File: src/logic/sra_pkg.sv
// Purpose: Shared types and constants of the dual-channel safety relay control logic.
// Assumes: A 125 MHz system clock; all times below are turned into cycles or milliseconds here.
// Notes:   Delay times are held in milliseconds and counted on a one-millisecond tick.
`default_nettype none
package sra_pkg;

	// ****************************************************************
	// Timing constants
	// ****************************************************************
	localparam int unsigned CLK_PERIOD_NS = 8;                         // System clock period in ns.
	localparam int unsigned MS_NS         = 1000000;                   // One millisecond in ns.
	localparam int unsigned TICK_CYC      = MS_NS / CLK_PERIOD_NS;     // Cycles per millisecond tick.
	localparam int unsigned TP_LEN_NS     = 1000;                      // Length of one output test pulse in ns.
	localparam logic [7:0]  TP_CYC        = 8'(TP_LEN_NS / CLK_PERIOD_NS); // Test pulse length in cycles.
	localparam logic [5:0]  TP_PERIOD_MS  = 6'h32;                     // Spacing of test pulses, 50 ms.
	localparam logic [10:0] SUP_GAP_MS    = 11'h014;                   // Supply gap taken as an error, 20 ms.
	localparam logic [10:0] SUP_OFF_MS    = 11'h3e8;                   // Supply off time that rearms, 1 s.
	localparam logic [13:0] INIT_PH_MS    = 14'h0032;                  // Length of each strap probe phase, 50 ms.
	localparam logic [8:0]  BLINK_MS      = 9'h0fa;                    // Half period of indicator flashing, 250 ms.

	// ****************************************************************
	// Error codes shown on the error code output
	// ****************************************************************
	localparam logic [3:0] ERR_NONE     = 4'h0;  // No error.
	localparam logic [3:0] ERR_MODE     = 4'h3;  // Operating mode changed during operation.
	localparam logic [3:0] ERR_SHORT_HI = 4'ha;  // Safety output stuck high during a test pulse.
	localparam logic [3:0] ERR_SUPPLY   = 4'hc;  // Supply interruption longer than the allowed gap.

	// ****************************************************************
	// Types
	// ****************************************************************
	// Control states, one-hot.
	typedef enum logic [4:0] {
		ST_INIT  = 5'h01,
		ST_IDLE  = 5'h02,
		ST_ON    = 5'h04,
		ST_DELAY = 5'h08,
		ST_FAULT = 5'h10
	} sra_state_e;

	// All pin-level inputs; every one of them is asynchronous to the clock.
	typedef struct packed {
		logic supply_ok;       // Supply voltage present and in range.
		logic fb_instant_in;   // Feedback of the instantaneous contactor, also the group strap.
		logic fb_delayed_in;   // Feedback of the delayed contactor, also the step strap.
		logic in_ch_a;         // Input circuit channel A closed.
		logic in_ch_b;         // Input circuit channel B closed.
		logic or_link_in;      // OR link from another unit.
		logic and_link_in;     // AND link from another unit.
		logic start_in;        // Start button pressed.
		logic mode_auto_in;    // Wiring selects automatic start when high.
		logic relay_closed_in; // Relay safety contacts of channel one closed.
		logic rb_instant;      // Read-back level of the instantaneous output pin.
		logic rb_delayed;      // Read-back level of the delayed output pin.
	} sra_pins_s;

	// All outputs of the block.
	typedef struct packed {
		logic       safe_out_instant; // Instantaneous safety output.
		logic       safe_out_delayed; // Delayed safety output.
		logic       pulse_ref_one;    // First pulsed reference for the straps.
		logic       pulse_ref_two;    // Second pulsed reference for the straps.
		logic       power_led;        // Power indicator.
		logic       chan_one_led;     // First channel indicator.
		logic       chan_two_led;     // Second channel indicator.
		logic [3:0] err_code;         // Error code of the last fault.
	} sra_outs_s;

	// ****************************************************************
	// Delay lookup: strap code (group times three plus step) to ms.
	// ****************************************************************
	function automatic logic [13:0] sra_delay_ms(input logic [3:0] code);
		logic [13:0] ms;
		ms = 14'h0000;
		case (code)
			4'h1:    ms = 14'h0096; // 0.15 s.
			4'h2:    ms = 14'h01f4; // 0.5 s.
			4'h3:    ms = 14'h03e8; // 1 s.
			4'h4:    ms = 14'h07d0; // 2 s.
			4'h5:    ms = 14'h0bb8; // 3 s.
			4'h6:    ms = 14'h1388; // 5 s.
			4'h7:    ms = 14'h1b58; // 7 s.
			4'h8:    ms = 14'h2710; // 10 s.
			default: ms = 14'h0000; // 0 s.
		endcase
		return ms;
	endfunction

endpackage
`default_nettype wire

File: src/logic/sra_core.sv
// Purpose: Control of a dual-channel safety relay with instantaneous and delayed outputs.
// Assumes: All pins are asynchronous and pass two flip-flops; straps are read during start-up.
// Notes:   Flash-code display of faults is not produced; the error code is given as a plain output.
//
// Summary of operation
// - Feedback straps select group and step of delay.
// - Start presses during the delay are remembered.
// - Remembered start re-enables outputs when delay ends.
// - Automatic mode restarts once input circuit closes.
// - Feedback inputs check instant and delayed contactors.
// - High OR link keeps outputs enabled with the input circuit open.
// - Low AND link forces both outputs low.
// - Start-up probes wiring to detect operating mode.
// - Power indicator flashes in start-up, then steady.
// - Channel one indicator shows instant output, contacts closed.
// - Channel two indicator shows delayed output high.
// - Active outputs get brief low test pulses.
// - A fault cuts the running delay short.
// - Supply gap over 20 ms forces error, outputs low.
// - Lockout ends only after supply off 1 s.
// - Open feedback at start refuses, channels flash alternately.
// - Mode change during operation reports its own error.
`default_nettype none
`timescale 1ns/10ps
module sra_core #(
	parameter int unsigned TICK_CYC = sra_pkg::TICK_CYC // Cycles per millisecond tick.
) (
	input  wire logic              clk_sys,
	input  wire logic              rst_n,
	input  wire sra_pkg::sra_pins_s pins_in,
	output var  sra_pkg::sra_outs_s outs
);

	// ****************************************************************
	// State record
	// ****************************************************************
	typedef struct packed {
		sra_pkg::sra_state_e st;          // Control state.
		sra_pkg::sra_pins_s  s1;          // First synchroniser stage, read only by the second.
		sra_pkg::sra_pins_s  s2;          // Second synchroniser stage, used by all logic.
		logic                start_prev;  // Previous synchronised start level for edge finding.
		logic [16:0]         tick_cnt;    // Millisecond prescaler.
		logic                ms_tick;     // One-cycle pulse each millisecond.
		logic [13:0]         ms_cnt;      // Millisecond counter for start-up and delay.
		logic [5:0]          tp_ms;       // Milliseconds since the last test pulse.
		logic [7:0]          tp_cyc;      // Cycles into the current test pulse.
		logic                tp_act;      // Test pulse in progress.
		logic [10:0]         sup_ms;      // Milliseconds the supply has been missing.
		logic                lock;        // Supply error lockout.
		logic                armed;       // Supply was off long enough to restart.
		logic                start_latch; // Start press stored during the delay.
		logic                mode_auto;   // Start mode detected at start-up.
		logic                fb_alert;    // Feedback loop was found open on a start.
		logic                blink;       // Flash phase of the indicators.
		logic [8:0]          blink_ms;    // Flash half-period counter.
		logic                en_i;        // Instantaneous output enabled.
		logic                en_d;        // Delayed output enabled.
		logic [1:0]          cap_i;       // Probe result of the instant feedback strap.
		logic [1:0]          cap_d;       // Probe result of the delayed feedback strap.
		logic [3:0]          dly_code;    // Selected delay step, group times three plus step.
		sra_pkg::sra_outs_s  outs;        // Registered outputs.
	} sra_regs_s;

	sra_regs_s r_ff;     // Current state.
	sra_regs_s nxt_r;    // Next state.
	logic      start_edge; // Start button pressed this cycle.
	logic      demand_ok;  // Outputs may be on by the input circuit and links.
	logic      fb_ok;      // Both feedback loops closed.
	logic      mode_chg;   // Wired start mode differs from the detected one.
	logic [13:0] dly_ms;   // Selected delay in milliseconds.

	// Decoded conditions shared by the next-state logic and the checks.
	assign start_edge = r_ff.s2.start_in & ~r_ff.start_prev;
	assign demand_ok  = ((r_ff.s2.in_ch_a & r_ff.s2.in_ch_b) | r_ff.s2.or_link_in) & r_ff.s2.and_link_in;
	assign fb_ok      = r_ff.s2.fb_instant_in & r_ff.s2.fb_delayed_in;
	assign mode_chg   = r_ff.s2.mode_auto_in != r_ff.mode_auto;
	assign dly_ms     = sra_pkg::sra_delay_ms(r_ff.dly_code);
	assign outs       = r_ff.outs;

	// ****************************************************************
	// Next-state logic
	// ****************************************************************
	// Computes the whole next state from the current one and the synchronised pins.
	always_comb begin
		logic tp_fail;
		tp_fail = 1'b0;
		nxt_r = r_ff;
		nxt_r.s1 = pins_in;
		nxt_r.s2 = r_ff.s1;
		nxt_r.start_prev = r_ff.s2.start_in;
		// Millisecond tick.
		if (r_ff.tick_cnt == 17'(TICK_CYC - 1)) begin
			nxt_r.tick_cnt = 17'h00000;
			nxt_r.ms_tick = 1'b1;
		end else begin
			nxt_r.tick_cnt = r_ff.tick_cnt + 17'h00001;
			nxt_r.ms_tick = 1'b0;
		end
		// Flash phase for all flashing indicators.
		if (r_ff.ms_tick) begin
			if (r_ff.blink_ms == sra_pkg::BLINK_MS - 9'h001) begin
				nxt_r.blink_ms = 9'h000;
				nxt_r.blink = ~r_ff.blink;
			end else begin
				nxt_r.blink_ms = r_ff.blink_ms + 9'h001;
			end
		end
		// Supply watch: a long gap locks out, a very long gap rearms.
		if (!r_ff.s2.supply_ok) begin
			if (r_ff.ms_tick && r_ff.sup_ms != sra_pkg::SUP_OFF_MS) begin
				nxt_r.sup_ms = r_ff.sup_ms + 11'h001;
			end
			if (r_ff.sup_ms > sra_pkg::SUP_GAP_MS) begin
				nxt_r.lock = 1'b1;
			end
			if (r_ff.sup_ms >= sra_pkg::SUP_OFF_MS) begin
				nxt_r.armed = 1'b1;
			end
		end else begin
			nxt_r.sup_ms = 11'h000;
		end
		// Test pulses while any output is enabled; the read-back must follow low.
		if (r_ff.en_i | r_ff.en_d) begin
			if (r_ff.tp_act) begin
				if (r_ff.tp_cyc == sra_pkg::TP_CYC - 8'h01) begin
					nxt_r.tp_act = 1'b0;
					nxt_r.tp_cyc = 8'h00;
					tp_fail = (r_ff.en_i & r_ff.s2.rb_instant) | (r_ff.en_d & r_ff.s2.rb_delayed);
				end else begin
					nxt_r.tp_cyc = r_ff.tp_cyc + 8'h01;
				end
			end else if (r_ff.ms_tick) begin
				if (r_ff.tp_ms == sra_pkg::TP_PERIOD_MS - 6'h01) begin
					nxt_r.tp_ms = 6'h00;
					nxt_r.tp_act = 1'b1;
				end else begin
					nxt_r.tp_ms = r_ff.tp_ms + 6'h01;
				end
			end
		end else begin
			nxt_r.tp_act = 1'b0;
			nxt_r.tp_cyc = 8'h00;
			nxt_r.tp_ms = 6'h00;
		end
		// Main control sequence.
		case (r_ff.st)
			sra_pkg::ST_INIT: begin
				// Probe the straps: drive each pulsed reference low in turn and look which input follows.
				nxt_r.en_i = 1'b0;
				nxt_r.en_d = 1'b0;
				if (r_ff.ms_tick) begin
					nxt_r.ms_cnt = r_ff.ms_cnt + 14'h0001;
					if (r_ff.ms_cnt == sra_pkg::INIT_PH_MS - 14'h0001) begin
						nxt_r.cap_i[0] = ~r_ff.s2.fb_instant_in;
						nxt_r.cap_d[0] = ~r_ff.s2.fb_delayed_in;
					end
					if (r_ff.ms_cnt == (sra_pkg::INIT_PH_MS << 1) - 14'h0001) begin
						nxt_r.cap_i[1] = ~r_ff.s2.fb_instant_in;
						nxt_r.cap_d[1] = ~r_ff.s2.fb_delayed_in;
					end
					if (r_ff.ms_cnt == (sra_pkg::INIT_PH_MS << 1)) begin
						if (r_ff.cap_i == 2'h3 || r_ff.cap_d == 2'h3) begin
							// Input low in both phases: loop open, probe again.
							nxt_r.fb_alert = 1'b1;
							nxt_r.ms_cnt = 14'h0000;
						end else begin
							nxt_r.fb_alert = 1'b0;
							nxt_r.dly_code = ({2'h0, r_ff.cap_i} * 4'h3) + {2'h0, r_ff.cap_d};
							nxt_r.mode_auto = r_ff.s2.mode_auto_in;
							nxt_r.st = sra_pkg::ST_IDLE;
						end
					end
				end
			end
			sra_pkg::ST_IDLE: begin
				nxt_r.fb_alert = r_ff.fb_alert & ~fb_ok;
				if (mode_chg) begin
					nxt_r.st = sra_pkg::ST_FAULT;
					nxt_r.outs.err_code = sra_pkg::ERR_MODE;
				end else if (demand_ok && (r_ff.mode_auto || start_edge)) begin
					if (fb_ok) begin
						nxt_r.st = sra_pkg::ST_ON;
						nxt_r.en_i = 1'b1;
						nxt_r.en_d = 1'b1;
						nxt_r.fb_alert = 1'b0;
					end else begin
						nxt_r.fb_alert = 1'b1;
					end
				end
			end
			sra_pkg::ST_ON: begin
				if (tp_fail || mode_chg) begin
					nxt_r.st = sra_pkg::ST_FAULT;
					nxt_r.outs.err_code = tp_fail ? sra_pkg::ERR_SHORT_HI : sra_pkg::ERR_MODE;
				end else if (!demand_ok) begin
					nxt_r.en_i = 1'b0;
					nxt_r.start_latch = 1'b0;
					nxt_r.ms_cnt = 14'h0000;
					if (dly_ms == 14'h0000 || !r_ff.s2.and_link_in) begin
						nxt_r.en_d = 1'b0;
						nxt_r.st = sra_pkg::ST_IDLE;
					end else begin
						nxt_r.st = sra_pkg::ST_DELAY;
					end
				end
			end
			sra_pkg::ST_DELAY: begin
				if (tp_fail || mode_chg) begin
					// A fault ends the delay at once.
					nxt_r.en_d = 1'b0;
					nxt_r.st = sra_pkg::ST_FAULT;
					nxt_r.outs.err_code = tp_fail ? sra_pkg::ERR_SHORT_HI : sra_pkg::ERR_MODE;
				end else if (!r_ff.s2.and_link_in) begin
					nxt_r.en_d = 1'b0;
					nxt_r.st = sra_pkg::ST_IDLE;
				end else if (r_ff.ms_cnt >= dly_ms) begin
					nxt_r.start_latch = 1'b0;
					if ((r_ff.start_latch || start_edge || r_ff.mode_auto) && demand_ok && r_ff.s2.fb_instant_in) begin
						nxt_r.en_i = 1'b1;
						nxt_r.st = sra_pkg::ST_ON;
					end else begin
						nxt_r.en_d = 1'b0;
						nxt_r.st = sra_pkg::ST_IDLE;
					end
				end else begin
					if (start_edge) begin
						nxt_r.start_latch = 1'b1;
					end
					if (r_ff.ms_tick) begin
						nxt_r.ms_cnt = r_ff.ms_cnt + 14'h0001;
					end
				end
			end
			sra_pkg::ST_FAULT: begin
				nxt_r.en_i = 1'b0;
				nxt_r.en_d = 1'b0;
			end
			default: begin
				nxt_r.st = sra_pkg::ST_FAULT;
			end
		endcase
		// Lockout overrides the sequence; only a long supply absence restarts.
		if (r_ff.lock) begin
			nxt_r.st = sra_pkg::ST_FAULT;
			nxt_r.en_i = 1'b0;
			nxt_r.en_d = 1'b0;
			nxt_r.outs.err_code = sra_pkg::ERR_SUPPLY;
		end
		if (r_ff.s2.supply_ok && r_ff.armed) begin
			nxt_r.st = sra_pkg::ST_INIT;
			nxt_r.lock = 1'b0;
			nxt_r.armed = 1'b0;
			nxt_r.ms_cnt = 14'h0000;
			nxt_r.en_i = 1'b0;
			nxt_r.en_d = 1'b0;
			nxt_r.outs.err_code = sra_pkg::ERR_NONE;
		end
		// Pin levels: AND link gates, test pulse blanks.
		nxt_r.outs.safe_out_instant = nxt_r.en_i & r_ff.s2.and_link_in & ~nxt_r.tp_act;
		nxt_r.outs.safe_out_delayed = nxt_r.en_d & r_ff.s2.and_link_in & ~nxt_r.tp_act;
		nxt_r.outs.pulse_ref_one = !(nxt_r.st == sra_pkg::ST_INIT && nxt_r.ms_cnt < sra_pkg::INIT_PH_MS);
		nxt_r.outs.pulse_ref_two = !(nxt_r.st == sra_pkg::ST_INIT && nxt_r.ms_cnt >= sra_pkg::INIT_PH_MS);
		nxt_r.outs.power_led = (nxt_r.st == sra_pkg::ST_INIT) ? nxt_r.blink : 1'b1;
		if (nxt_r.st == sra_pkg::ST_FAULT) begin
			nxt_r.outs.chan_one_led = nxt_r.blink;
			nxt_r.outs.chan_two_led = nxt_r.blink;
		end else if (nxt_r.fb_alert) begin
			nxt_r.outs.chan_one_led = nxt_r.blink;
			nxt_r.outs.chan_two_led = ~nxt_r.blink;
		end else begin
			nxt_r.outs.chan_one_led = nxt_r.en_i & r_ff.s2.and_link_in & r_ff.s2.relay_closed_in;
			nxt_r.outs.chan_two_led = nxt_r.en_d & r_ff.s2.and_link_in;
		end
	end

	// ****************************************************************
	// State register
	// ****************************************************************
	// Synchronous reset puts every field to a constant and starts probing.
	always_ff @(posedge clk_sys) begin
		if (!rst_n) begin
			r_ff <= '0;
			r_ff.st <= sra_pkg::ST_INIT;
		end else begin
			r_ff <= nxt_r;
		end
	end
endmodule
`default_nettype wire

File: config.mk
export PLATFORM = sky130hd
export DESIGN_NAME = sra_core
export DESIGN_NICKNAME = d
export VERILOG_FILES = /design/src/logic/sra_pkg.sv /design/src/logic/sra_core.sv
export SDC_FILE = /design/constraint.sdc
export NUM_CORES = 1
export LEC_CHECK = 0
export ABC_CLOCK_PERIOD_IN_PS = 2800
export BUFFER_PORTS_ARGS = -buffer_cell sky130_fd_sc_hd__buf_2
export CAP_MARGIN = 40
export CORE_ASPECT_RATIO = 0.5
export CORE_MARGIN = 2
export CORE_UTILIZATION = 45
export CTS_CLUSTER_SIZE = 12
export DETAILED_ROUTE_END_ITERATION = 8
export GPL_ROUTABILITY_DRIVEN = 0
export SYNTH_ARGS = -nofsm -noshare
export SYNTH_HDL_FRONTEND = slang
export SYNTH_SLANG_ARGS = --single-unit
File: constraint.sdc
create_clock -name clk_sys -period 2.8 [get_ports clk_sys]
set_input_delay 0.28 -clock clk_sys [delete_from_list [all_inputs] [get_ports clk_sys]]
set_output_delay 0.28 -clock clk_sys [all_outputs]
set_load 0.05 [all_outputs]
Yosys cells after proc, flatten, opt, wreduce, memory -nomap -nowiden. Memory sizes are Yosys's and may differ from the RTL's. A register that Yosys moved wholly into a read port is not among the register bits. Cells that the tools add are included.

Memories kept: 1. RAM bits: 0. ROM bits: 208. Output and inout port bits: 11. Flip-flop bits (word level): 124. Input bits: 14. Latch bits: 0.

$lt $le $gt $ge: 5. Equal/unequal tests: 27. Div/mod/pow operators: 0. Bitwise operators: 26. Reduce and logical (&&, ||, !) cells: 36. Muxes and demuxes: 81. Shift-type cells: 0. Add/sub/neg operators: 7. $mul: 1.

Memory list: (no name shown) (words 16, bits a word 13, rd ports 1, clocked after Yosys merged registers in 1, write ports 0, RTL line sra_pkg.sv:75) `case (code)`.

Operators with widths (number): $mux W14 (10); $mux W5 (13); $pmux W14 S3 (1); $mux W1 (30); $eq A14 B7 Y1 const B (2); $mux W4 (7); $pmux W5 S5 (1); $mux W2 (10); $add A17 B1 Y17 const B (1); $eq A17 B17 Y1 const B (1); $add A14 B1 Y14 const B (1); $eq A14 B6 Y1 const B (1); $ge A14 B14 Y1 (1); $ge A14 B6 Y1 const B (1); $logic_not A14 Y1 (1); $lt A14 B6 Y1 const B (1); $and A1 B1 Y1 (12); $reduce_and A3 Y1 (4); $add A11 B1 Y11 const B (1); $ge A11 B10 Y1 const B (1); $gt A11 B5 Y1 const B (1); $ne A11 B10 Y1 const B (1); $not A1 Y1 (11); $eq A5 B1 Y1 const B (2); other kinds (37) (68).

Depth between registers and ports, before layout.
Depth in word-level cells: 17. Gate-level depth with buffers: 12. Gate-level depth less buffers: 11.

Least setup slack after synthesis. Ideal clock, no wire load.

Kind: register to register. Start: reg r_ff[48] (netlist name). End: reg r_ff, in the netlist outs[7]. Data arrival time: 2642 ps. Required time: 2685 ps. Library setup time: 115 ps. Clock period less this slack: 2757 ps. Path slack: 43 ps. Cell stages (with the launch flop): 13. Buffers on the path: 1. Cell sequence: dfxtp_1 -> inv_1 -> ha_1 -> nand3b_1 -> o41ai_4 -> or4_4 -> or4_4 -> buf_6 -> and2_4 -> nor4_2 -> nand4b_1 -> a211oi_2 -> o21a_1.

Longest elaborated chain between the ends: 12. Elaborated cells between the ends (all ways): 18. Classes of those cells: order compare (1); eq/ne (2); mux (12); reduce/logical (3).

Ends and longest elaborated chain: from (decl) (RTL line sra_core.sv:64) `sra_regs_s r_ff;`; from (signal assigned) (RTL line sra_core.sv:285) `r_ff <= nxt_r;`; $eq A8 B7 Y1 (*) (RTL line sra_core.sv:125) `if (r_ff.tp_cyc == sra_pkg::TP_CYC - 8'h01) begin`; $mux W1 (*) (RTL line sra_core.sv:125); $mux W1 (*) (RTL line sra_core.sv:124) `if (r_ff.tp_act) begin`; $mux W1 (*) (RTL line sra_core.sv:123) `if (r_ff.en_i | r_ff.en_d) begin`; $logic_or A1 B1 Y1 (*) (RTL line sra_core.sv:192, sra_core.sv:208); parallel branches: the longest is 5 deep, another holds $ge A14 B6 Y1; $logic_and A1 B1 Y1 (*) (RTL line sra_core.sv:262) `nxt_r.outs.pulse_ref_two = !(nxt_r.st == sra_pkg::ST_INIT && nxt_r.ms_cnt >= sra_pkg::INIT_PH_MS);`; $logic_not A1 Y1 (*) (RTL line sra_core.sv:262).

Every way passes the cells marked *. A chain may end at the register's enable or synchronous reset.

Worst setup path in the final report.
Start: reg dly_ms[9] (netlist name). End: reg r_ff, in the netlist outs[7].

Longest elaborated chain between the ends: 11. Elaborated cells between the ends (all ways): 21. Classes of those cells: order compare (2); eq/ne (1); mux (14); reduce/logical (4).

Ends and longest elaborated chain (RTL line): parallel branches: the longest is 9 deep, another holds $ge A14 B14 Y1; $logic_and A1 B1 Y1 (*) (sra_core.sv:262); $logic_not A1 Y1 (*) (sra_core.sv:262).

Marks and branches as above.

==> results by group <==
STA
  • Fin crit period: 2.83 ns
  • Slew Viols, Final: 0
  • # setup viols final: 2
  • Final clock skew: 0.0115 ns
  • Fin Hold WS: between 0.05 and 0.06 ns
  • Worst slew pin tran: ~0.62 ns
  • Fmax achieved: 354 MHz
  • RSZ-0062 raised after global routing: true
  • Slew margin rel.: between 50% and 60%
  • Hold Violations, Final: 0
  • Crit share post-route: 101%
  • Setup ws final: -0.0260 ns

Synthesis
  • Synth top area share: 39.6%
  • Synthesized area: 6930 µm²
  • Post-Syn Instances: 825
  • Syn avg cell area: 8.40 µm²
  • Simple-gate share of the synthesized area: 26.8%
  • Synth unique cells: 75
  • Cell taking the most area after synthesis: dfxtp_1
  • Mux cell area share after synthesis: less than 1%
  • Post-synthesis xor/xnor area fraction: 5.71%
  • Post-synth ARST share: 0%
  • Post-Synth Adder-Cell Area: 6.72%
  • Dominant synthesized flop cell: dfxtp_1
  • Synth Area in Compound Gates: ~14%
  • Register bit total from synthesis: 137
  • Yosys synthesis warning count: 0
  • Sequential fraction of the synthesis area: approximately two fifths
  • Largest family of logic cells by synthesized area: simple AND/OR/NAND/NOR gates
  • Ranking of synthesized cells by area: dfxtp_1 (40%), nor2_1 (6.8%), ha_1 (6.1%)
  • EDFF count, synth: 0
  • Post-Syn Nets: 875

Die
  • IO Pins: 25
  • Core ar.: 14700 µm²
  • Rows: 31
  • Starting Density: a little under half
  • Vert. Die Dim: 91.7 µm
  • Total Die Area: between 15000 and 20000 µm²
  • Die W: 179 µm

Flow run
  • Max cap viols: 0

Hold path
  • Hold EP: nxt_r[95]
  • Cells on Worst Hold Path: 2
  • Hold crit path type: primary input to register
  • Hold Startpoint: pins_in[0]

Critical path
  • R2r endpoint: outs[7]
  • WS Path Type: register to register
  • CP endpoint kind: register
  • FF-to-FF path depth: 11
  • Reg2Reg Launch Point: dly_ms[9]
  • CP Launch Type: register
  • Reg2Reg Setup Slack: -0.03 ns
  • WP data required: 3.13 ns
  • Crit-path max FO: 7
  • Critical Path AT: 3.15 ns

GRT
  • GR Overflow Total: 0
  • Largest net degree at the start of global routing: 20
  • First-pass GRT wire length: 28100 µm
  • Total Routing Usage GR: 21.2%
  • Initial antenna violation count: 0
  • Vias in the first global route: 5600

Drt
  • Detailed-route via count: 5953
  • Drt pass-1 iters: 5
  • Number of routed nets with antenna violations: 0
  • Via/cell ratio: 5.44
  • Drt initial violations: roughly 470
  • Wire per inst: between 15 and 20 µm
  • Drt drc: 0
  • Post-Route WL: 16900 µm

Clocking
  • CTS Sinks: 137
  • CTS tree: yes
  • Cts hold-fix bufs: 0
  • Root Buffer: clkbuf_16
  • CTS buffer count: 17
  • Clock transition at path regs: 0.07 ns
  • Longest Clk Path Bufs: 2
  • H-tree levels: 4
  • Clk_lat worst skew: 0.43 ns

Cells and area
  • Share of cells above drive strength 1: 18.9%
  • Most frequent cells in the layout: dfxtp_1 (132), nor2_1 (125), buf_4 (54)
  • Area added between synthesis and finish: 19.9%
  • Most common cell after layout, fill and taps aside: dfxtp_1
  • Antenna diodes: 0
  • Post-Layout Cell Count: 1094
  • Fin nets: 933

Power
  • P_leak: 3.24 nW
  • IR drop worst, VDD: ~420 µV
  • Power Density: 539 nW/µm²

Status
  • Failing checks: setup timing
  • Status: complete, but fails checks

Placed design
  • Post-DP HPWL: 12100 µm
  • I/O Buffers: 24
  • Dpl cells: 1059
-- layout make-up --
class                      instances  area, µm²
multi-input combinational        597       3980
fill                            1328       6430
tap                              198        248
timing repair buffer              82        571
clock inverter                    15        159
clock buffer                      17        425
sequential                       137       2750
inverter                          48        180
-- worst max-delay path by stage --
stage	start	end	slack, ns
after floorplan	r_ff[48]	outs[7]	0.04
after global placement	dly_ms[9]	outs[8]	-0.05
after detailed placement	dly_ms[9]	outs[7]	-0.11
after CTS	dly_ms[10]	outs[7]	-0.05
after global routing	dly_ms[9]	outs[8]	-0.16
final	dly_ms[9]	outs[7]	-0.03
-- synthesized netlist by cell type, types with 6 or more instances --
library cell / n
buf_4: 12
nor2_1: 125
xnor2_1: 16
nand4_1: 28
nand2b_1: 10
a31oi_1: 9
xor2_1: 26
clkbuf_1: 20
nor3_1: 22
dfxtp_1: 137
nand2_1: 46
a22oi_1: 6
nor4_1: 10
and2_1: 35
a21oi_1: 50
o21ai_0: 26
a211oi_1: 8
nor2b_1: 8
inv_1: 46
nand3_1: 27
or3_1: 13
and3_1: 8
ha_1: 34
-- layer usage --
metal / vias up / GRT usage, % / wire, µm
met3: 26 / 6.63 / 1250
met4: 0 / 7.05 / 220
met2: 172 / 32.3 / 7260
met5: - / 0 / 0
li1: 2986 / - / -
met1: 2769 / 28.5 / 8140
-- what timing repair did --
action | in CTS | in global routing
gates cloned | 0 | 0
setup buffers | 3 | 0
pin swaps | 15 | 5
endpoints found under the setup margin | 4 | 17
gates resized for setup | 23 | 24
-- flip-flops by register name, indices dropped and copies added, names as in the netlist --
register,flops
r_ff,100
nxt_r,13
dly_ms,13
outs,11
-- worst max-delay path, stage by stage (launching register included) --
cell and delay (ns):
dfxtp_2 0.33, inv_2 0.04, ha_4 0.22, a21oi_4 0.15, o22ai_2 0.10, or4_4 0.56
or4_4 0.53, a2111oi_4 0.34, a311oi_2 0.07, nand4_1 0.13, a211oi_2 0.07, o21a_1 0.19
-- stage by stage --
stage / total power, mW / utilization (%) / cell area (µm²) / setup WS [ns] / TNS (ns)
3_5_place_dp: 2.26 / 50.6 / 7460 / -0.114 / -0.317
3_3_place_gp: 2.26 / 50.6 / 7460 / -0.0497 / -0.0671
4_1_cts: 4.50 / 55.7 / 8210 / -0.0472 / -0.0867
6_report: 4.48 / 56.4 / 8310 / -0.0260 / -0.0432
5_1_grt: 4.63 / 56.4 / 8310 / -0.162 / -0.396
2_1_floorplan: 2.20 / - / 6930 / 0.0430 / 0
-- power breakdown --
part           internal [mW]  total [mW]  switching, mW
registers               1.98        2.00         0.0217
logic                 0.0833       0.232          0.149
clock network           1.26        2.25          0.988
-- kinds of logic after synthesis --
| logic type | count (synthesis) |
|---|---|
| AOI/OAI and AO/OA | 149 |
| xor gates and xnor gates | 43 |
| adders and majority gates | 36 |
| buffers and inverters | 91 |
| DFF | 137 |
| muxes | 6 |
| and+or+nand+nor | 363 |
(Power assumes the default switching activity.)
